===== config.mk =====
export PLATFORM = sky130hd
export DESIGN_NAME = wdg_watchdog
export DESIGN_NICKNAME = d
export VERILOG_FILES = /design/src/hdl/wdg_pkg.sv /design/src/hdl/wdg_sync.sv /design/src/hdl/wdg_timeout.sv /design/src/hdl/wdg_watchdog.sv
export SDC_FILE = /design/constraint.sdc
export NUM_CORES = 1
export LEC_CHECK = 0
export BUFFER_PORTS_ARGS = -buffer_cell sky130_fd_sc_hd__buf_2
export CORE_MARGIN = 10
export CORE_UTILIZATION = 57
export CTS_BUF_LIST = sky130_fd_sc_hd__clkbuf_8
export DETAILED_ROUTE_END_ITERATION = 7
export GPL_TIMING_DRIVEN = 0
export PLACE_DENSITY = 0.91
export SLEW_MARGIN = 20
export SYNTH_ARGS = -nofsm -noshare
export SYNTH_HDL_FRONTEND = slang
export SYNTH_SLANG_ARGS = --single-unit

===== constraint.sdc =====
create_clock -name sys_clk -period 8.1 [get_ports sys_clk]
set_clock_uncertainty 0.2 [all_clocks]
set_input_delay 0.81 -clock sys_clk [delete_from_list [all_inputs] [get_ports sys_clk]]
set_output_delay 0.81 -clock sys_clk [all_outputs]
set_load 0.02 [all_outputs]

===== src/hdl/wdg_pkg.sv =====
// Overview of operation
// RL1 - reset cause register bits 7:4 always read back as zero
// RL2 - watchdog reset sets cause bit 3; power-on or written zero clears it
// RL3 - brown-out reset sets cause bit 2; power-on or written zero clears it
// RL4 - pin reset sets cause bit 1; power-on or written zero clears it
// RL5 - power-on sets cause bit 0; only a written zero clears it
// RL6 - time-out in interrupt mode sets bit 7; vector or written one clears
// RL7 - interrupt requested only while flag, its enable and global enable set
// RL8 - time-out with both enables set clears interrupt enable; next resets
// RL9 - enables select stopped, interrupt, reset or interrupt-then-reset mode on time-out
// RL10 - change unlock bit 4 clears itself four clock cycles after set
// RL11 - enable clears only while unlocked; unlock by writing both ones
// RL12 - new time-out selection accepted only while change unlock is set
// RL13 - always-on fuse makes every disable attempt ineffective
// RL14 - at lower level enable reads one while watchdog cause flag is set
// RL15 - selection codes 0 to 9 give 2048 doubling up to 1048576 ticks
// RL16 - reserved selection codes still give a legal time-out length
// RL17 - software should read then clear cause flags early after start-up
// RL18 - every reset source restarts execution at program address zero
// RL19 - writing one to enable turns the watchdog on at once
// RL20 - counter advances on a 128 kHz tick independent of core timing; here the tick is sys_clk divided by TICK_DIV
// RL21 - counter restarts on clear instruction, when disabled, on chip reset
// RL22 - with always-on fuse the enable bit always reads back as one
// RL23 - time-out in reset mode gives a one system clock reset pulse
// RL24 - events from outside the clock domain pass synchronisers first
// RL25 - reserved selection codes use the shortest time-out of 2048 ticks
package wdg_pkg;
    // bus and register map
    localparam int ADDR_W = 10;
    localparam int DATA_W = 32;
    localparam logic [7:0] CTRL_INDEX = 8'h21;
    localparam logic [7:0] CAUSE_INDEX = 8'h22;
    localparam logic [ADDR_W-1:0] CTRL_ADDR = {CTRL_INDEX, 2'b00};
    localparam logic [ADDR_W-1:0] CAUSE_ADDR = {CAUSE_INDEX, 2'b00};
    // control register fields
    localparam int CTL_IRQ_FLAG = 7;
    localparam int CTL_IRQ_EN = 6;
    localparam int CTL_SEL3 = 5;
    localparam int CTL_UNLOCK = 4;
    localparam int CTL_EN = 3;
    localparam int CTL_SEL_HI = 2;
    localparam int CTL_SEL_LO = 0;
    // reset cause register fields
    localparam int CAUSE_DOG = 3;
    localparam int CAUSE_BROWN = 2;
    localparam int CAUSE_PIN = 1;
    localparam int CAUSE_PWR = 0;
    localparam int CAUSE_W = 4;
    localparam logic [CAUSE_W-1:0] CAUSE_RESET = 4'h1;
    localparam logic [CAUSE_W-1:0] CAUSE_CLEAR = 4'h0;
    // timing
    localparam logic [2:0] UNLOCK_CYCLES = 3'h4;
    localparam logic [2:0] UNLOCK_LAST = 3'h1;
    localparam logic [3:0] SEL_MAX = 4'h9;
    localparam logic [3:0] SEL_RESET = 4'h0;
    localparam int BASE_TIMEOUT = 2048;
    localparam int TIMEOUT_W = 21;
    localparam int SYS_CLK_HZ = 10000000;
    localparam int SLOW_OSC_HZ = 128000;
    localparam int TICK_DIV = SYS_CLK_HZ / SLOW_OSC_HZ;
    localparam int DIV_W = 8;
    localparam logic [15:0] RESET_VECTOR = 16'h0000;
    // bus handshake states
    typedef enum logic [1:0] {
        WDG_BUS_IDLE = 2'b00,
        WDG_BUS_ACK = 2'b01
    } wdg_bus_t;
endpackage


===== src/hdl/wdg_sync.sv =====
`timescale 1ns/1ps
`default_nettype none
module wdg_sync #(
    parameter int WIDTH = 1
) (
    input wire logic sys_clk,
    input wire logic rstn,
    input wire logic [WIDTH-1:0] async_in,
    output logic [WIDTH-1:0] sync_out
);
    typedef struct packed {
        logic [WIDTH-1:0] stage1;
        logic [WIDTH-1:0] stage2;
    } wdg_sync_t;

    wdg_sync_t s_reg;
    wdg_sync_t s_next;

    // two flops, the first read only by the second
    always_comb begin
        s_next = s_reg;
        s_next.stage1 = async_in;
        s_next.stage2 = s_reg.stage1; // RL24
    end

    always_ff @(posedge sys_clk) begin
        if (!rstn) begin
            s_reg <= '0;
        end else begin
            s_reg <= s_next;
        end
    end

    assign sync_out = s_reg.stage2;
endmodule
`default_nettype wire


===== src/hdl/wdg_timeout.sv =====
`timescale 1ns/1ps
`default_nettype none
module wdg_timeout
    import wdg_pkg::*;
#(
    parameter int TICKS = TICK_DIV,
    parameter int BASE = BASE_TIMEOUT
) (
    input wire logic sys_clk,
    input wire logic rstn,
    input wire logic clear,
    input wire logic run,
    input wire logic [3:0] sel,
    output logic timeout
);
    typedef struct packed {
        logic [DIV_W-1:0] div;
        logic [TIMEOUT_W-1:0] cnt;
        logic timeout;
    } wdg_tmo_t;

    wdg_tmo_t s_reg;
    wdg_tmo_t s_next;
    logic tick;

    // time-out length in slow ticks for a selection code
    function automatic logic [TIMEOUT_W-1:0] limit(input logic [3:0] code);
        logic [TIMEOUT_W-1:0] base_w;
        base_w = TIMEOUT_W'(BASE);
        if (code > SEL_MAX) begin
            limit = base_w; // RL16 RL25
        end else begin
            limit = base_w << code; // RL15
        end
    endfunction

    // slow oscillator tick as an enable pulse
    assign tick = (s_reg.div == DIV_W'(TICKS - 1)); // RL20

    always_comb begin
        s_next = s_reg;
        s_next.timeout = 1'b0;
        s_next.div = tick ? '0 : s_reg.div + 1'b1;
        if (clear || !run) begin
            s_next.cnt = '0; // RL21
        end else if (tick) begin
            if (s_reg.cnt == limit(sel) - 1'b1) begin
                s_next.cnt = '0;
                s_next.timeout = 1'b1;
            end else begin
                s_next.cnt = s_reg.cnt + 1'b1;
            end
        end
    end

    always_ff @(posedge sys_clk) begin
        if (!rstn) begin
            s_reg <= '0;
        end else begin
            s_reg <= s_next;
        end
    end

    assign timeout = s_reg.timeout;
endmodule
`default_nettype wire


===== src/hdl/wdg_watchdog.sv =====
// The Avalon-MM interface to the registers is this design's own decision.
`timescale 1ns/1ps
`default_nettype none
module wdg_watchdog #(
    parameter int TICKS = wdg_pkg::TICK_DIV,
    parameter int BASE = wdg_pkg::BASE_TIMEOUT
) (
    input wire logic sys_clk,
    input wire logic rstn,
    input wire logic [wdg_pkg::ADDR_W-1:0] address,
    input wire logic read,
    input wire logic write,
    input wire logic [wdg_pkg::DATA_W-1:0] writedata,
    input wire logic [3:0] byteenable,
    output logic [wdg_pkg::DATA_W-1:0] readdata,
    output logic waitrequest,
    input wire logic global_irq_enable,
    input wire logic irq_vector_taken,
    input wire logic dog_clear_instruction,
    input wire logic pin_reset_event,
    input wire logic brownout_event,
    input wire logic always_on_fuse,
    output logic timeout_irq_req,
    output logic dog_reset_pulse,
    output logic [15:0] restart_vector
);
    import wdg_pkg::*;

    typedef struct packed {
        wdg_bus_t bus;
        logic wait_req;
        logic [DATA_W-1:0] rdata;
        logic irq_flag;
        logic irq_en;
        logic en;
        logic [3:0] sel;
        logic unlock;
        logic [2:0] unlock_cnt;
        logic [CAUSE_W-1:0] cause;
        logic pin_prev;
        logic brown_prev;
        logic irq_req;
        logic rst_pulse;
        logic [15:0] vector;
    } wdg_state_t;

    wdg_state_t s_reg;
    wdg_state_t s_next;
    logic [2:0] pins_sync;
    logic pin_lvl;
    logic brown_lvl;
    logic fuse;
    logic eff_en;
    logic run;
    logic tmo;
    logic pin_rise;
    logic brown_rise;
    logic chip_rst;
    logic cnt_clear;
    logic [7:0] wd;

    // outside pins pass two flops first
    wdg_sync #(
        .WIDTH(3)
    ) u_sync (
        .sys_clk(sys_clk),
        .rstn(rstn),
        .async_in({always_on_fuse, brownout_event, pin_reset_event}),
        .sync_out(pins_sync)
    ); // RL24

    assign pin_lvl = pins_sync[0];
    assign brown_lvl = pins_sync[1];
    assign fuse = pins_sync[2];

    // reset sources seen as rising edges of the synchronised levels
    assign pin_rise = pin_lvl && !s_reg.pin_prev;
    assign brown_rise = brown_lvl && !s_reg.brown_prev;
    // own reset pulse acts as a chip reset one cycle later
    assign chip_rst = pin_rise || brown_rise || s_reg.rst_pulse;

    // effective enable: fuse forces on, cause flag holds on
    assign eff_en = s_reg.en || fuse || s_reg.cause[CAUSE_DOG]; // RL14 RL22
    assign run = eff_en || s_reg.irq_en; // RL9
    assign cnt_clear = dog_clear_instruction || chip_rst; // RL21
    assign wd = writedata[7:0];

    wdg_timeout #(
        .TICKS(TICKS),
        .BASE(BASE)
    ) u_timeout (
        .sys_clk(sys_clk),
        .rstn(rstn),
        .clear(cnt_clear),
        .run(run),
        .sel(s_reg.sel),
        .timeout(tmo)
    );

    // control register read view
    function automatic logic [7:0] ctrl_view(input wdg_state_t st,
                                             input logic en_now);
        logic [7:0] v;
        v = 8'h00;
        v[CTL_IRQ_FLAG] = st.irq_flag;
        v[CTL_IRQ_EN] = st.irq_en;
        v[CTL_SEL3] = st.sel[3];
        v[CTL_UNLOCK] = st.unlock;
        v[CTL_EN] = en_now;
        v[CTL_SEL_HI:CTL_SEL_LO] = st.sel[2:0];
        ctrl_view = v;
    endfunction

    // next state of bus, control, cause flags and outputs
    always_comb begin
        s_next = s_reg;
        s_next.pin_prev = pin_lvl;
        s_next.brown_prev = brown_lvl;
        s_next.rst_pulse = 1'b0;

        // bus handshake: one wait cycle, answer on the second
        case (s_reg.bus)
            WDG_BUS_IDLE: begin
                s_next.wait_req = 1'b1;
                if (read || write) begin
                    s_next.bus = WDG_BUS_ACK;
                    s_next.wait_req = 1'b0;
                    if (address == CTRL_ADDR) begin
                        s_next.rdata = {24'h000000,
                                        ctrl_view(s_reg, eff_en)};
                    end else if (address == CAUSE_ADDR) begin
                        s_next.rdata = {28'h0000000, s_reg.cause}; // RL1
                    end else begin
                        s_next.rdata = '0;
                    end
                end
            end
            WDG_BUS_ACK: begin
                s_next.bus = WDG_BUS_IDLE;
                s_next.wait_req = 1'b1;
            end
            default: begin
                s_next.bus = WDG_BUS_IDLE;
                s_next.wait_req = 1'b1;
            end
        endcase

        // unlock window counts down and closes itself
        if (s_reg.unlock) begin
            if (s_reg.unlock_cnt == UNLOCK_LAST) begin
                s_next.unlock = 1'b0; // RL10
                s_next.unlock_cnt = '0;
            end else begin
                s_next.unlock_cnt = s_reg.unlock_cnt - 1'b1;
            end
        end

        // interrupt vector taken clears the time-out flag
        if (irq_vector_taken) begin
            s_next.irq_flag = 1'b0; // RL6
        end

        // register writes take effect at the answering edge
        if (s_reg.bus == WDG_BUS_ACK && write && byteenable[0]) begin
            if (address == CTRL_ADDR) begin
                if (wd[CTL_IRQ_FLAG]) begin
                    s_next.irq_flag = 1'b0; // RL6
                end
                s_next.irq_en = wd[CTL_IRQ_EN];
                if (s_reg.unlock) begin
                    s_next.sel = {wd[CTL_SEL3],
                                  wd[CTL_SEL_HI:CTL_SEL_LO]}; // RL12
                end
                if (wd[CTL_EN]) begin
                    s_next.en = 1'b1; // RL19
                end else if (s_reg.unlock && !fuse) begin
                    s_next.en = 1'b0; // RL11 RL13
                end
                if (wd[CTL_UNLOCK] && wd[CTL_EN]) begin
                    s_next.unlock = 1'b1; // RL11
                    s_next.unlock_cnt = UNLOCK_CYCLES;
                end
            end else if (address == CAUSE_ADDR) begin
                // a written zero clears, a written one keeps
                s_next.cause = s_reg.cause & wd[CAUSE_W-1:0]; // RL2 RL3
            end
        end

        // time-out action by mode; hardware set wins over vector and write clears
        if (tmo) begin
            if (s_reg.irq_en) begin
                s_next.irq_flag = 1'b1; // RL6 RL9
                if (eff_en) begin
                    s_next.irq_en = 1'b0; // RL8
                end
            end else if (eff_en) begin
                s_next.rst_pulse = 1'b1; // RL9 RL23
            end
        end

        // chip reset from pin, brown-out or own pulse
        if (chip_rst) begin
            s_next.irq_flag = 1'b0;
            s_next.irq_en = 1'b0;
            s_next.en = 1'b0;
            s_next.sel = SEL_RESET;
            s_next.unlock = 1'b0;
            s_next.unlock_cnt = '0;
            s_next.vector = RESET_VECTOR; // RL18
            if (s_reg.rst_pulse) begin
                s_next.cause[CAUSE_DOG] = 1'b1; // RL2
            end
            if (brown_rise) begin
                s_next.cause[CAUSE_BROWN] = 1'b1; // RL3
            end
            if (pin_rise) begin
                s_next.cause[CAUSE_PIN] = 1'b1; // RL4
            end
        end

        // interrupt request gated by both enables
        s_next.irq_req = s_next.irq_flag && s_next.irq_en
                         && global_irq_enable; // RL7
    end

    // power-on reset sets only the power-up flag
    always_ff @(posedge sys_clk) begin
        if (!rstn) begin
            s_reg <= '0;
            s_reg.bus <= WDG_BUS_IDLE;
            s_reg.wait_req <= 1'b1;
            s_reg.sel <= SEL_RESET;
            s_reg.cause <= CAUSE_RESET; // RL2 RL3 RL4 RL5
            s_reg.vector <= RESET_VECTOR; // RL18
        end else begin
            s_reg <= s_next;
        end
    end

    assign readdata = s_reg.rdata;
    assign waitrequest = s_reg.wait_req;
    assign timeout_irq_req = s_reg.irq_req;
    assign dog_reset_pulse = s_reg.rst_pulse;
    assign restart_vector = s_reg.vector;
endmodule
`default_nettype wire


==> Yosys cells after proc, flatten, opt, wreduce, memory -nomap -nowiden <==
Index checks and enable logic that the tools add are counted.
{ "totals": {"in_bits": 56, "output_inout_bits": 51, "ff_bits": 89} }
{ "op_classes": {"mux": 29, "n_shift": 1, "order_cmp": 1, "n_eq_ne": 5, "bitwise": 5, "n_addsub": 4, "reduce_logical": 32} }
{ "ops": {"columns": ["operator", "count"], "rows": [
  ["$mux 21", 4],
  ["$mux 33", 1],
  ["$mux 32", 1],
  ["$mux 4", 6],
  ["$add 21x1->21 const B", 1],
  ["$eq 21x21->1", 1],
  ["$shl 12x4->21 const A", 1],
  ["$sub 21x1->21 const B", 1],
  ["$eq 10x8->1 const B", 2],
  ["$mux 15", 1],
  ["$mux 14", 1],
  ["$mux 1", 11],
  ["$mux 11", 1],
  ["$reduce_and 3->1", 3],
  ["$add 8x1->8 const B", 1],
  ["$eq 8x7->1 const B", 1],
  ["$logic_and 1x1->1", 8],
  ["$logic_or 1x1->1", 8],
  ["$reduce_or 2->1", 3],
  ["$reduce_or 3->1", 2],
  ["$and 4x4->4", 1],
  ["$gt 4x4->1 const B", 1],
  ["$logic_not 1->1", 4],
  ["$mux 2", 2],
  ["other kinds (7)", 11]
]} }

==> Longest topological paths before layout <==
Gate-level depths: netlist (run 1).
{ "logic_depth": {"depth_word": 12, "mapped_depth": 13, "depth_no_buf": 9} }

==> Cells and area by module <==
Synthesis (run 1) repeated with hierarchy kept, for this count alone.
{ "unflattened": {"hier_cells": 401, "hier_area_um2": 3523.4} }
{ "modules_own_cells": {"columns": ["mod", "instances", "cells_per_inst", "area_per_inst_um2", "seq_area_each_um2"], "rows": [
  ["wdg_timeout", 1, 199, 1735.4, 600.6],
  ["wdg_watchdog", 1, 190, 1630.3, 580.6],
  ["wdg_sync", 1, 12, 157.7, 120.1]
]} }

==> Worst setup path before layout (run 1) <==
No wires, ideal clock.
{ "synth_path": {"kind": "register to register", "start": "register, netlist name s_reg[31]", "end": "register u_timeout.s_reg[2] (netlist name)", "arrival_ns": 2.590, "slack_ns": 5.177, "synth_period_minus_slack_ns": 2.923, "stages_incl_launch_ff": 14, "cell_sequence": "dfxtp_1 > buf_2 > clkbuf_1 > nor2_1 > mux2i_1 > ha_1 > buf_2 > nor2_1 > mux2_2 > a32oi_1 > xnor2_1 > nor4_4 > buf_6 > nor3_1"} }
{ "synth_between": {"elab_chain_len": 7} }
{ "synth_lines": {"columns": ["element", "line_no", "text"], "rows": [
  ["$shl 12x4->21 or $gt 4x4->1 (tied branches)", "wdg_timeout.sv:33, wdg_timeout.sv:30", null],
  ["$mux 21 (*)", "wdg_timeout.sv:30", "if (code > SEL_MAX) begin"],
  ["$mux 21 (*)", "wdg_timeout.sv:46", "end else if (tick) begin"],
  ["$mux 21 (*)", "wdg_timeout.sv:44", "if (clear || !run) begin"],
  ["$sub 21x1->21 (*)", "wdg_timeout.sv:47", "if (s_reg.cnt == limit(sel) - 1'b1) begin"],
  ["$eq 21x21->1 (*)", "wdg_timeout.sv:47", null],
  ["$mux 21 (*)", "wdg_timeout.sv:47", null],
  ["end signal, assigned", "wdg_timeout.sv:60", "s_reg <= s_next;"],
  ["end, declared", "wdg_timeout.sv:22", "wdg_tmo_t s_reg;"]
]} }
Mark *: on every way between the ends. The rest lies on a longest branch, timed or not. The select of a mux whose other input is x is not followed.
A chain may end at the register's enable or synchronous reset.

==> Final worst setup path (run 1) <==
{ "layout_path": {"start": "register, netlist name s_reg[31]", "end": "register u_timeout.s_reg[17] (netlist name)"} }
{ "layout_between": {"elab_chain_len": 7} }
{ "layout_lines": {"columns": ["element", "line_no"], "rows": [
  ["$shl 12x4->21 or $gt 4x4->1 (tied branches)", "wdg_timeout.sv:33, wdg_timeout.sv:30"],
  ["$mux 21 (*)", "wdg_timeout.sv:30"],
  ["$mux 21 (*)", "wdg_timeout.sv:46"],
  ["$mux 21 (*)", "wdg_timeout.sv:44"],
  ["$sub 21x1->21 (*)", "wdg_timeout.sv:47"],
  ["$eq 21x21->1 (*)", "wdg_timeout.sv:47"],
  ["$mux 21 (*)", "wdg_timeout.sv:47"]
]} }
Marked as above.

==> results of run 1 <==
logic make-up (layout without fill, tap and decap cells):
family | Yosys count | count (layout) | synth area share
flip-flops | 65 | 65 | 0.385
multiplexers | 7 | 7 | 0.0218
other | 1 | 40 | 0.00111
adder cells (fa/ha/maj) | 7 | 7 | 0.0252
AND/OR/NAND/NOR | 150 | 150 | 0.240
XOR/XNOR | 33 | 33 | 0.0855
AO/OA/AOI/OAI | 50 | 50 | 0.0940
buffers and inverters | 77 | 132 | 0.147
final cells by class:
cell class | instances | area, um^2 | share of cell area
multi-input combinational | 287 | 1730 | 0.432
sequential | 65 | 1300 | 0.325
buffer | 67 | 460 | 0.115
timing repair buffer | 39 | 195 | 0.0488
clock buffer | 11 | 151 | 0.0378
tap | 72 | 90.1 | 0.0225
clock inverter | 5 | 38.8 | 0.00969
inverter | 10 | 37.5 | 0.00938
layer usage:
layer / track usage / up-vias / share of wire
li1: - / 1430 / -
met1: 0.166 / 1322 / 0.40
met2: 0.265 / 94 / 0.52
met3: 0.0575 / 9 / 0.073
met4: 0.0417 / 0 / 0.010
met5: 0 / - / 0
Yosys cell counts (5+ instances only):
library cell | number | share of area
nor2_1 | 29 | 0.032
ha_1 | 6 | 0.022
nand2b_1 | 7 | 0.013
and2_1 | 9 | 0.017
a21oi_1 | 15 | 0.022
buf_2 | 5 | 0.0074
a22oi_1 | 7 | 0.016
clkbuf_1 | 10 | 0.011
buf_4 | 50 | 0.11
nor3_1 | 22 | 0.033
o21ai_0 | 14 | 0.021
xnor2_1 | 9 | 0.023
nand2_1 | 27 | 0.030
dfxtp_1 | 65 | 0.38
nand4_1 | 11 | 0.020
nand3_1 | 15 | 0.022
inv_1 | 10 | 0.011
nor4b_1 | 5 | 0.013
and3_1 | 6 | 0.011
xor2_1 | 24 | 0.062
power groups by stage:
stage,Clock [mW],Sequential [mW],Combinational [mW]
after floorplan,0,0.333,0.0419
after global placement,0,0.333,0.0522
after detailed placement,0,0.333,0.0530
after CTS,0.258,0.326,0.0534
after global routing,0.272,0.327,0.0602
final,0.255,0.326,0.0551
worst register-to-register path, delay by kind of cell (launching register included):
kind / cells / cell delay (ps)
AOI/OAI and AO/OA: 1 / 250
DFF: 1 / 310
xor gates and xnor gates: 1 / 160
and+or+nand+nor: 4 / 790
adders and majority gates: 1 / 270
muxes: 2 / 440
buffers and inverters: 4 / 1030
metrics by stage:
stage	instance area [um^2]	setup slack [ps]	std cells	utilization
6_report	4000	4510	556	0.709
2_1_floorplan	3530	5180	429	-
3_5_place_dp	3810	4550	540	0.676
5_1_grt	4000	4280	556	0.709
3_3_place_gp	3810	4740	540	0.676
4_1_cts	4000	4530	556	0.709
path summary, 6_finish.rpt:
check | startpoint | to | slack, ps | depth (start not counted)
worst min register to register | u_sync.s_next[0] | u_sync.sync_out[0] | 240 | 1
worst min-delay path | u_sync.s_next[0] | u_sync.sync_out[0] | 240 | 1
worst max-delay path | s_reg[31] | u_timeout.s_reg[17] | 4510 | 13
worst max register to register | s_reg[31] | u_timeout.s_reg[17] | 4510 | 13
==> impl_results.md, run 1 <==
* RSZ-0062 raised after global routing: no
* Post-DP HPWL at 5610 um
* Total die area at 0.00941 mm^2
* GPL Wtd Cong at 0.877
* Post-CTS sizing at 0
* Leakage at 1.69 nW
* TritonCTS clock tree: yes
* WP data arrival at 3590 ps
* Avg Cell Area, Syn at 8.67 um^2
* Drt drc at 0
* Min Hold Slack at 236 ps
* Switching Power at 160 uW
* Port bufs at 39
* Post-CTS Hold Fix Bufs at 0
* Most common cell after layout, fill and taps aside: dfxtp_1
* CTS buffer count at 9
* Final Hold Viols at 0
* Root Driver: clkbuf_8
* Postcts setup bufs at 0
* Seq pwr share at 0.513
* Netlist cell types at 50
* Final Max Tran Viols at 0
* CP bufs+invs at 4
* Crit Path Category: register to register
* PwrDens at 159 mW/mm^2
* Rel. slew slack at 0.517
* Number of max-cap violations at 0
* Largest net degree at the start of global routing at 13
* Max Root-Sink Buffers at 2
* Fin nets at 541
* First-pass GRT wire length at 12,400 um
* Most frequent cells in the layout: dfxtp_1, buf_4, buf_2
* Initial antenna violation count at 0
* Internal power at 476 uW
* Pwr Total at 636 uW
* Crit-path cells: buf_2 -> clkbuf_1 -> nor2_1 -> mux2i_1 -> ha_1 -> buf_2 -> nor2_1 -> mux2_2 -> a32oi_1 -> xnor2_1 -> nor4_4 -> buf_6 -> nor3_1
* Status: complete, no violations
* Skew-Pair Late Insertion Delay at 340 ps
* Mapped Cells at 390
* Clk network pwr share at 0.400
* Critical path required time at 8100 ps
* CP startpoint kind: register
* Share of post-route cells with drive strength above 1 at 0.256
* Area of the mapped netlist at 0.00338 mm^2
* Clk sink count at 65
* Routed wire per std cell at 13.3 um
* Final WL at 7410 um
* Total GRT Usage at 0.151
* Final setup fails at 0
* Grt ovf at 0
* Fmax at 279 MHz
* Sw Share at 0.252
* Worst path slowest cell: nor4_4
* Max reg flops at 29
* # H-tree levels at 3
* Synth Warn # at 0
* CP peak stage delay at 540 ps
* Min Tclk post-route at 3590 ps
* CTS clk-pin slew, worst paths at 70 ps
* Initial Utilization at 0.599
* Die width at 97.0 um
* Core area at 0.00564 mm^2
* Drt first pass iters at 4
* Die Ht at 97.0 um
* Fill cells at 425
* Tightest Pin Transition at 720 ps
* Flops & latches, synth at 65
* TNS Setup at 0 ps
* Row count at 27
* Post-route ant nets at 0
* Inserted Diodes at 0
* Crit share post-route at 0.443
* Peak supply drop at 0.132 mV
* Area grow syn2layout at 18.4%
* Synth Flop Type: dfxtp_1
* Post-synth ARST share at 0
* Top Ports at 107
* Largest delay share family, worst path: buffers and inverters
* DR vias at 2,855
* Worst min-delay path category: register to register
* Iteration-0 DRC Markers at 146
* Comb power frac at 0.087
* Post-synth EDFFs at 0
* CP max FO at 10
* Vias per cell at 5.13
* CP Capture Type: register
* Vias in the first global route at 2,698
* Sequential share of the synthesized area at 0.385
No activity file was read; power rests on OpenSTA's default activity.
==> inputs of run 2 (changes only) <==
Settings changed: CORE_UTILIZATION 57 to 53, PLACE_DENSITY 0.91 to 0.86.
Clock period 8.1 ns to 3.7 ns, I/O delays scaled along.
==> impl_results.md, run 2 (same netlist as run 1, synthesis figures left out) <==
* Fin nets at 543
* CP max FO at 10
* TNS Setup at 0 ps
* Final setup fails at 0
* Grt ovf at 0
* Drt drc at 0
* Clk sink count at 65
* Fmax at 292 MHz
* Vias per cell at 5.08
* Final Hold Viols at 0
* Critical path required time at 3710 ps
* Peak supply drop at 0.395 mV
* Port bufs at 39
* Largest net degree at the start of global routing at 14
* Crit share post-route at 0.926
* Worst setup margin at 272 ps
* Tightest Pin Transition at 712 ps
* Top Ports at 107
* Initial antenna violation count at 0
* Initial Utilization at 0.539
* Inserted Diodes at 0
* CTS clk-pin slew, worst paths at 80 ps
* Status: complete, no violations
* Crit Path Category: register to register
* # H-tree levels at 3
* Comb power frac at 0.073
* Rel. slew slack at 0.522
* Root Driver: clkbuf_8
* Most common cell after layout, fill and taps aside: dfxtp_1
* Worst slack, placed at 237 ps
* Die Ht at 99.9 um
* Total die area at 0.00997 mm^2
* Switching Power at 371 uW
* Worst min-delay path category: primary input to register
* TritonCTS clock tree: yes
* WP data arrival at 3440 ps
* Internal power at 1.28 mW
* First-pass GRT wire length at 12,700 um
* Drt first pass iters at 4
* Sw Share at 0.224
* Post-DP HPWL at 5730 um
* Vias in the first global route at 2,694
* Max Root-Sink Buffers at 2
* Routed wire per std cell at 14.0 um
* Core area at 0.00628 mm^2
* Final WL at 7890 um
* Min Tclk post-route at 3430 ps
* Area grow syn2layout at 21.5%
* Number of max-cap violations at 0
* Share of post-route cells with drive strength above 1 at 0.259
* Final Max Tran Viols at 0
* Leakage at 1.74 nW
* Die width at 99.9 um
* CP startpoint kind: register
* Total GRT Usage at 0.154
* CP Capture Type: register
* Row count at 29
* Skew-Pair Late Insertion Delay at 350 ps
* GPL Wtd Cong at 0.865
* CTS buffer count at 9
* RSZ-0062 raised after global routing: no
* Clk network pwr share at 0.495
* Iteration-0 DRC Markers at 180
* Post-route ant nets at 0
* Max reg flops at 29
* Seq pwr share at 0.432
* PwrDens at 402 mW/mm^2
* Most frequent cells in the layout: dfxtp_1, buf_4, buf_2
* Post-CTS Hold Fix Bufs at 0
* Fill cells at 511
* DR vias at 2,858
run 2: changes by cell type in the layout (fill, tap and decap cells not counted), sizes merged:
cell      before  now
buf           96   98
bufinv         0    4
clkbuf        21   19
clkinv         3    1
clkinvlp       1    0
inv           11   12
run 2: stage by stage:
| step | hold slack (ps) | total power, mW | instance area [um^2] | util | std cells |
|---|---|---|---|---|---|
| 6_report | 20.8 | 1.65 | 4110 | 0.654 | 563 |
| 2_1_floorplan | 212 | 0.821 | 3530 | - | 429 |
| 5_1_grt | 26.8 | 1.70 | 4110 | 0.654 | 563 |
| 4_1_cts | 16.5 | 1.65 | 4090 | 0.652 | 561 |
| 3_5_place_dp | 219 | 0.847 | 3820 | 0.608 | 545 |
| 3_3_place_gp | 214 | 0.845 | 3820 | 0.608 | 545 |
run 2: worst max-delay path: stages, from the launching register on:
cell and delay, ps:
dfxtp_1 300, buf_2 210, clkbuf_1 370, mux2i_1 150, ha_1 290, nor2b_1 170, maj3_1 360, o21a_1 190
a2111o_1 330, nor4_4 440, buf_6 210, nor3_1 70
run 2: path summary, 6_finish.rpt:
path | start | depth (start not counted) | slack (ps) | to
max reg2reg | s_reg[31] | 11 | 270 | u_timeout.s_reg[18]
min | pin_reset_event | 2 | 20 | u_sync.s_next[0]
max | s_reg[31] | 11 | 270 | u_timeout.s_reg[18]
min reg2reg | u_sync.s_next[0] | 1 | 240 | u_sync.sync_out[0]
run 2: metal layers:
| layer | global-route usage | vias up | routed length (um) | part of all wire |
|---|---|---|---|---|
| met2 | 0.270 | 101 | 4020 | 0.51 |
| met5 | 0 | - | 0 | 0 |
| met3 | 0.0501 | 19 | 612 | 0.078 |
| met4 | 0.0750 | 0 | 197 | 0.025 |
| li1 | - | 1434 | - | - |
| met1 | 0.161 | 1304 | 3060 | 0.39 |
run 2: area by class of cell:
cell class	count	area [um^2]	area share
clock buffer	9	124	0.0302
sequential	65	1300	0.317
multi-input combinational	287	1730	0.421
inverter	10	37.5	0.00914
clock inverter	7	149	0.0363
buffer	67	460	0.112
tap	77	96.3	0.0235
timing repair buffer	41	210	0.0512
run 2: power groups by stage:
stage               sequential (mW)  combinational [mW]  clock (mW)
finish                        0.714               0.121       0.818
global route                  0.715               0.132       0.852
CTS                           0.714               0.118       0.823
detailed placement            0.730               0.117           0
global placement              0.729               0.116           0
floorplan                     0.730              0.0918           0
run 2: timing repair:
| action | CTS | global route |
|---|---|---|
| setup buffers | 0 | 2 |
| gates resized for setup | 0 | 0 |
| endpoints found under the setup margin | 0 | 10 |
==> inputs of run 3 (changes only) <==
Settings changed: ABC_AREA set to 1, PLACE_DENSITY 0.86 to 0.85.
==> impl_results.md, run 3 <==
* CP startpoint kind: register
* Max Root-Sink Buffers at 2
* Top Ports at 107
* Netlist cell types at 36
* Crit share post-route at 0.697
* Crit Path Category: register to register
* Count leader, synth: nand2_1
* Status: complete, no violations
* Peak supply drop at 0.217 mV
* Grt ovf at 0
* Sequential share of the synthesized area at 0.372
* Max reg flops at 29
* Vias per cell at 4.76
* Total GRT Usage at 0.153
* Worst setup margin at 1120 ps
* GPL Wtd Cong at 0.876
* Fmax at 388 MHz
* CTS buffer count at 9
* First-pass GRT wire length at 13,100 um
* Mapped Cells at 506
* Core area at 0.00639 mm^2
* Most frequent cells after synthesis: nand2_1, inv_1, dfxtp_1
* Pwr Total at 1.42 mW
* Post-CTS sizing at 0
* Routed wire per std cell at 11.4 um
* Most common cell after layout, fill and taps aside: nand2_1
* Synth top area cells: dfxtp_1, nand2_1, buf_4
* Die Ht at 101 um
* Root Driver: clkbuf_8
* Post-synth EDFFs at 0
* Final Hold Viols at 0
* Post-synth ARST share at 0
* PwrDens at 345 mW/mm^2
* Dpl cells at 660
* Vias in the first global route at 3,052
* Drt first pass iters at 4
* Clk network pwr share at 0.411
* Min Tclk post-route at 2580 ps
* Switching Power at 343 uW
* Port bufs at 38
* Row count at 29
* Leading area contributor after synthesis: dfxtp_1
* # H-tree levels at 3
* Flops & latches, synth at 65
* Seq pwr share at 0.502
* Die width at 101 um
* Worst min-delay path category: primary input to register
* Clk sink count at 65
* Initial Utilization at 0.547
* Most frequent cells in the layout: nand2_1, inv_1, dfxtp_1
* Comb power frac at 0.088
* Drt drc at 0
* Worst slack, placed at 1150 ps
* Post-route insts no fill at 676
* Post-CTS Hold Fix Bufs at 0
* Inserted Diodes at 0
* Initial antenna violation count at 0
* Share of post-route cells with drive strength above 1 at 0.197
* Fin nets at 656
* Avg Cell Area, Syn at 6.90 um^2
* CP Capture Type: register
* Sw Share at 0.241
* WP data arrival at 2610 ps
* Postcts setup bufs at 0
* Post-route ant nets at 0
* Final WL at 7730 um
* Synth Flop Type: dfxtp_1
* TritonCTS clock tree: yes
* Synth Warn # at 0
* TNS Setup at 0 ps
* Area of the mapped netlist at 0.00349 mm^2
* Post-DP HPWL at 6170 um
* Skew-Pair Late Insertion Delay at 340 ps
* Critical path required time at 3730 ps
* CP max FO at 10
* CTS clk-pin slew, worst paths at 70 ps
* Number of max-cap violations at 0
* Post-synth top area share at 0.372
* Total die area at 0.0102 mm^2
* DR vias at 3,219
* Iteration-0 DRC Markers at 127
* Leakage at 2.01 nW
* Final setup fails at 0
* Internal power at 1.08 mW
* Final Max Tran Viols at 0
* Area grow syn2layout at 17.8%
* RSZ-0062 raised after global routing: no
* Largest net degree at the start of global routing at 11
run 3: kinds of logic (layout without fill, tap and decap cells):
kind of cell / Yosys count / after routing / synth area share
other cells: 1 / 40 / 0.00107
fa+ha+maj: 6 / 6 / 0.0215
flops: 65 / 65 / 0.372
xor+xnor: 8 / 8 / 0.0201
compound gates: 50 / 50 / 0.0802
buf+inv: 122 / 176 / 0.185
mux: 1 / 1 / 0.00287
simple gates: 253 / 253 / 0.317
run 3: path summary, 6_finish.rpt:
path	cells past startpoint	start	slack (ps)	endpoint
hold / removal	3	brownout_event	7	u_sync.s_next[1]
hold reg to reg	2	u_sync.s_next[1]	220	u_sync.sync_out[1]
setup reg to reg	14	s_reg[30]	1120	u_timeout.s_reg[6]
setup / recovery	14	s_reg[30]	1120	u_timeout.s_reg[6]
run 3: cell type report:
cell class                 count  area [um^2]
clock inverter                 6         51.3
timing repair buffer          38          190
fill                         604         2270
sequential                    65         1300
tap                           77         96.3
inverter                      70          263
multi-input combinational    358         1690
clock buffer                  10          138
buffer                        52          383
run 3: power by group through the flow:
| stage | clock [mW] | sequential (mW) | combinational (mW) |
|---|---|---|---|
| global placement | 0 | 0.729 | 0.119 |
| CTS | 0.592 | 0.713 | 0.121 |
| finish | 0.584 | 0.713 | 0.125 |
| detailed placement | 0 | 0.729 | 0.121 |
| floorplan | 0 | 0.729 | 0.0957 |
| global route | 0.623 | 0.714 | 0.138 |
run 3: through the flow:
step | area, um^2 | hold slack (ps) | utilization
global placement | 3930 | 193 | 0.615
finish | 4120 | 7.47 | 0.644
floorplan | 3640 | 190 | -
CTS | 4120 | 0.832 | 0.644
global route | 4120 | 20.2 | 0.644
detailed placement | 3930 | 202 | 0.615
run 3: critical path, stage by stage, from the launching register on:
cell and delay (ps):
dfxtp_1 390, nor2_2 170, nand2_2 140, nand2_2 110, ha_1 270, inv_1 100, a21oi_1 220, nand2_1 100
nand2_1 80, nand2_1 50, nand2_1 80, nand2_2 80, o21bai_4 250, buf_6 180, nor2_1 40
run 3: metal layers:
metal / vias up / routed length, um / GRT usage
li1: 1683 / - / -
met1: 1443 / 3130 / 0.160
met2: 81 / 3790 / 0.273
met3: 12 / 672 / 0.0463
met4: 0 / 135 / 0.0729
met5: - / 0 / 0
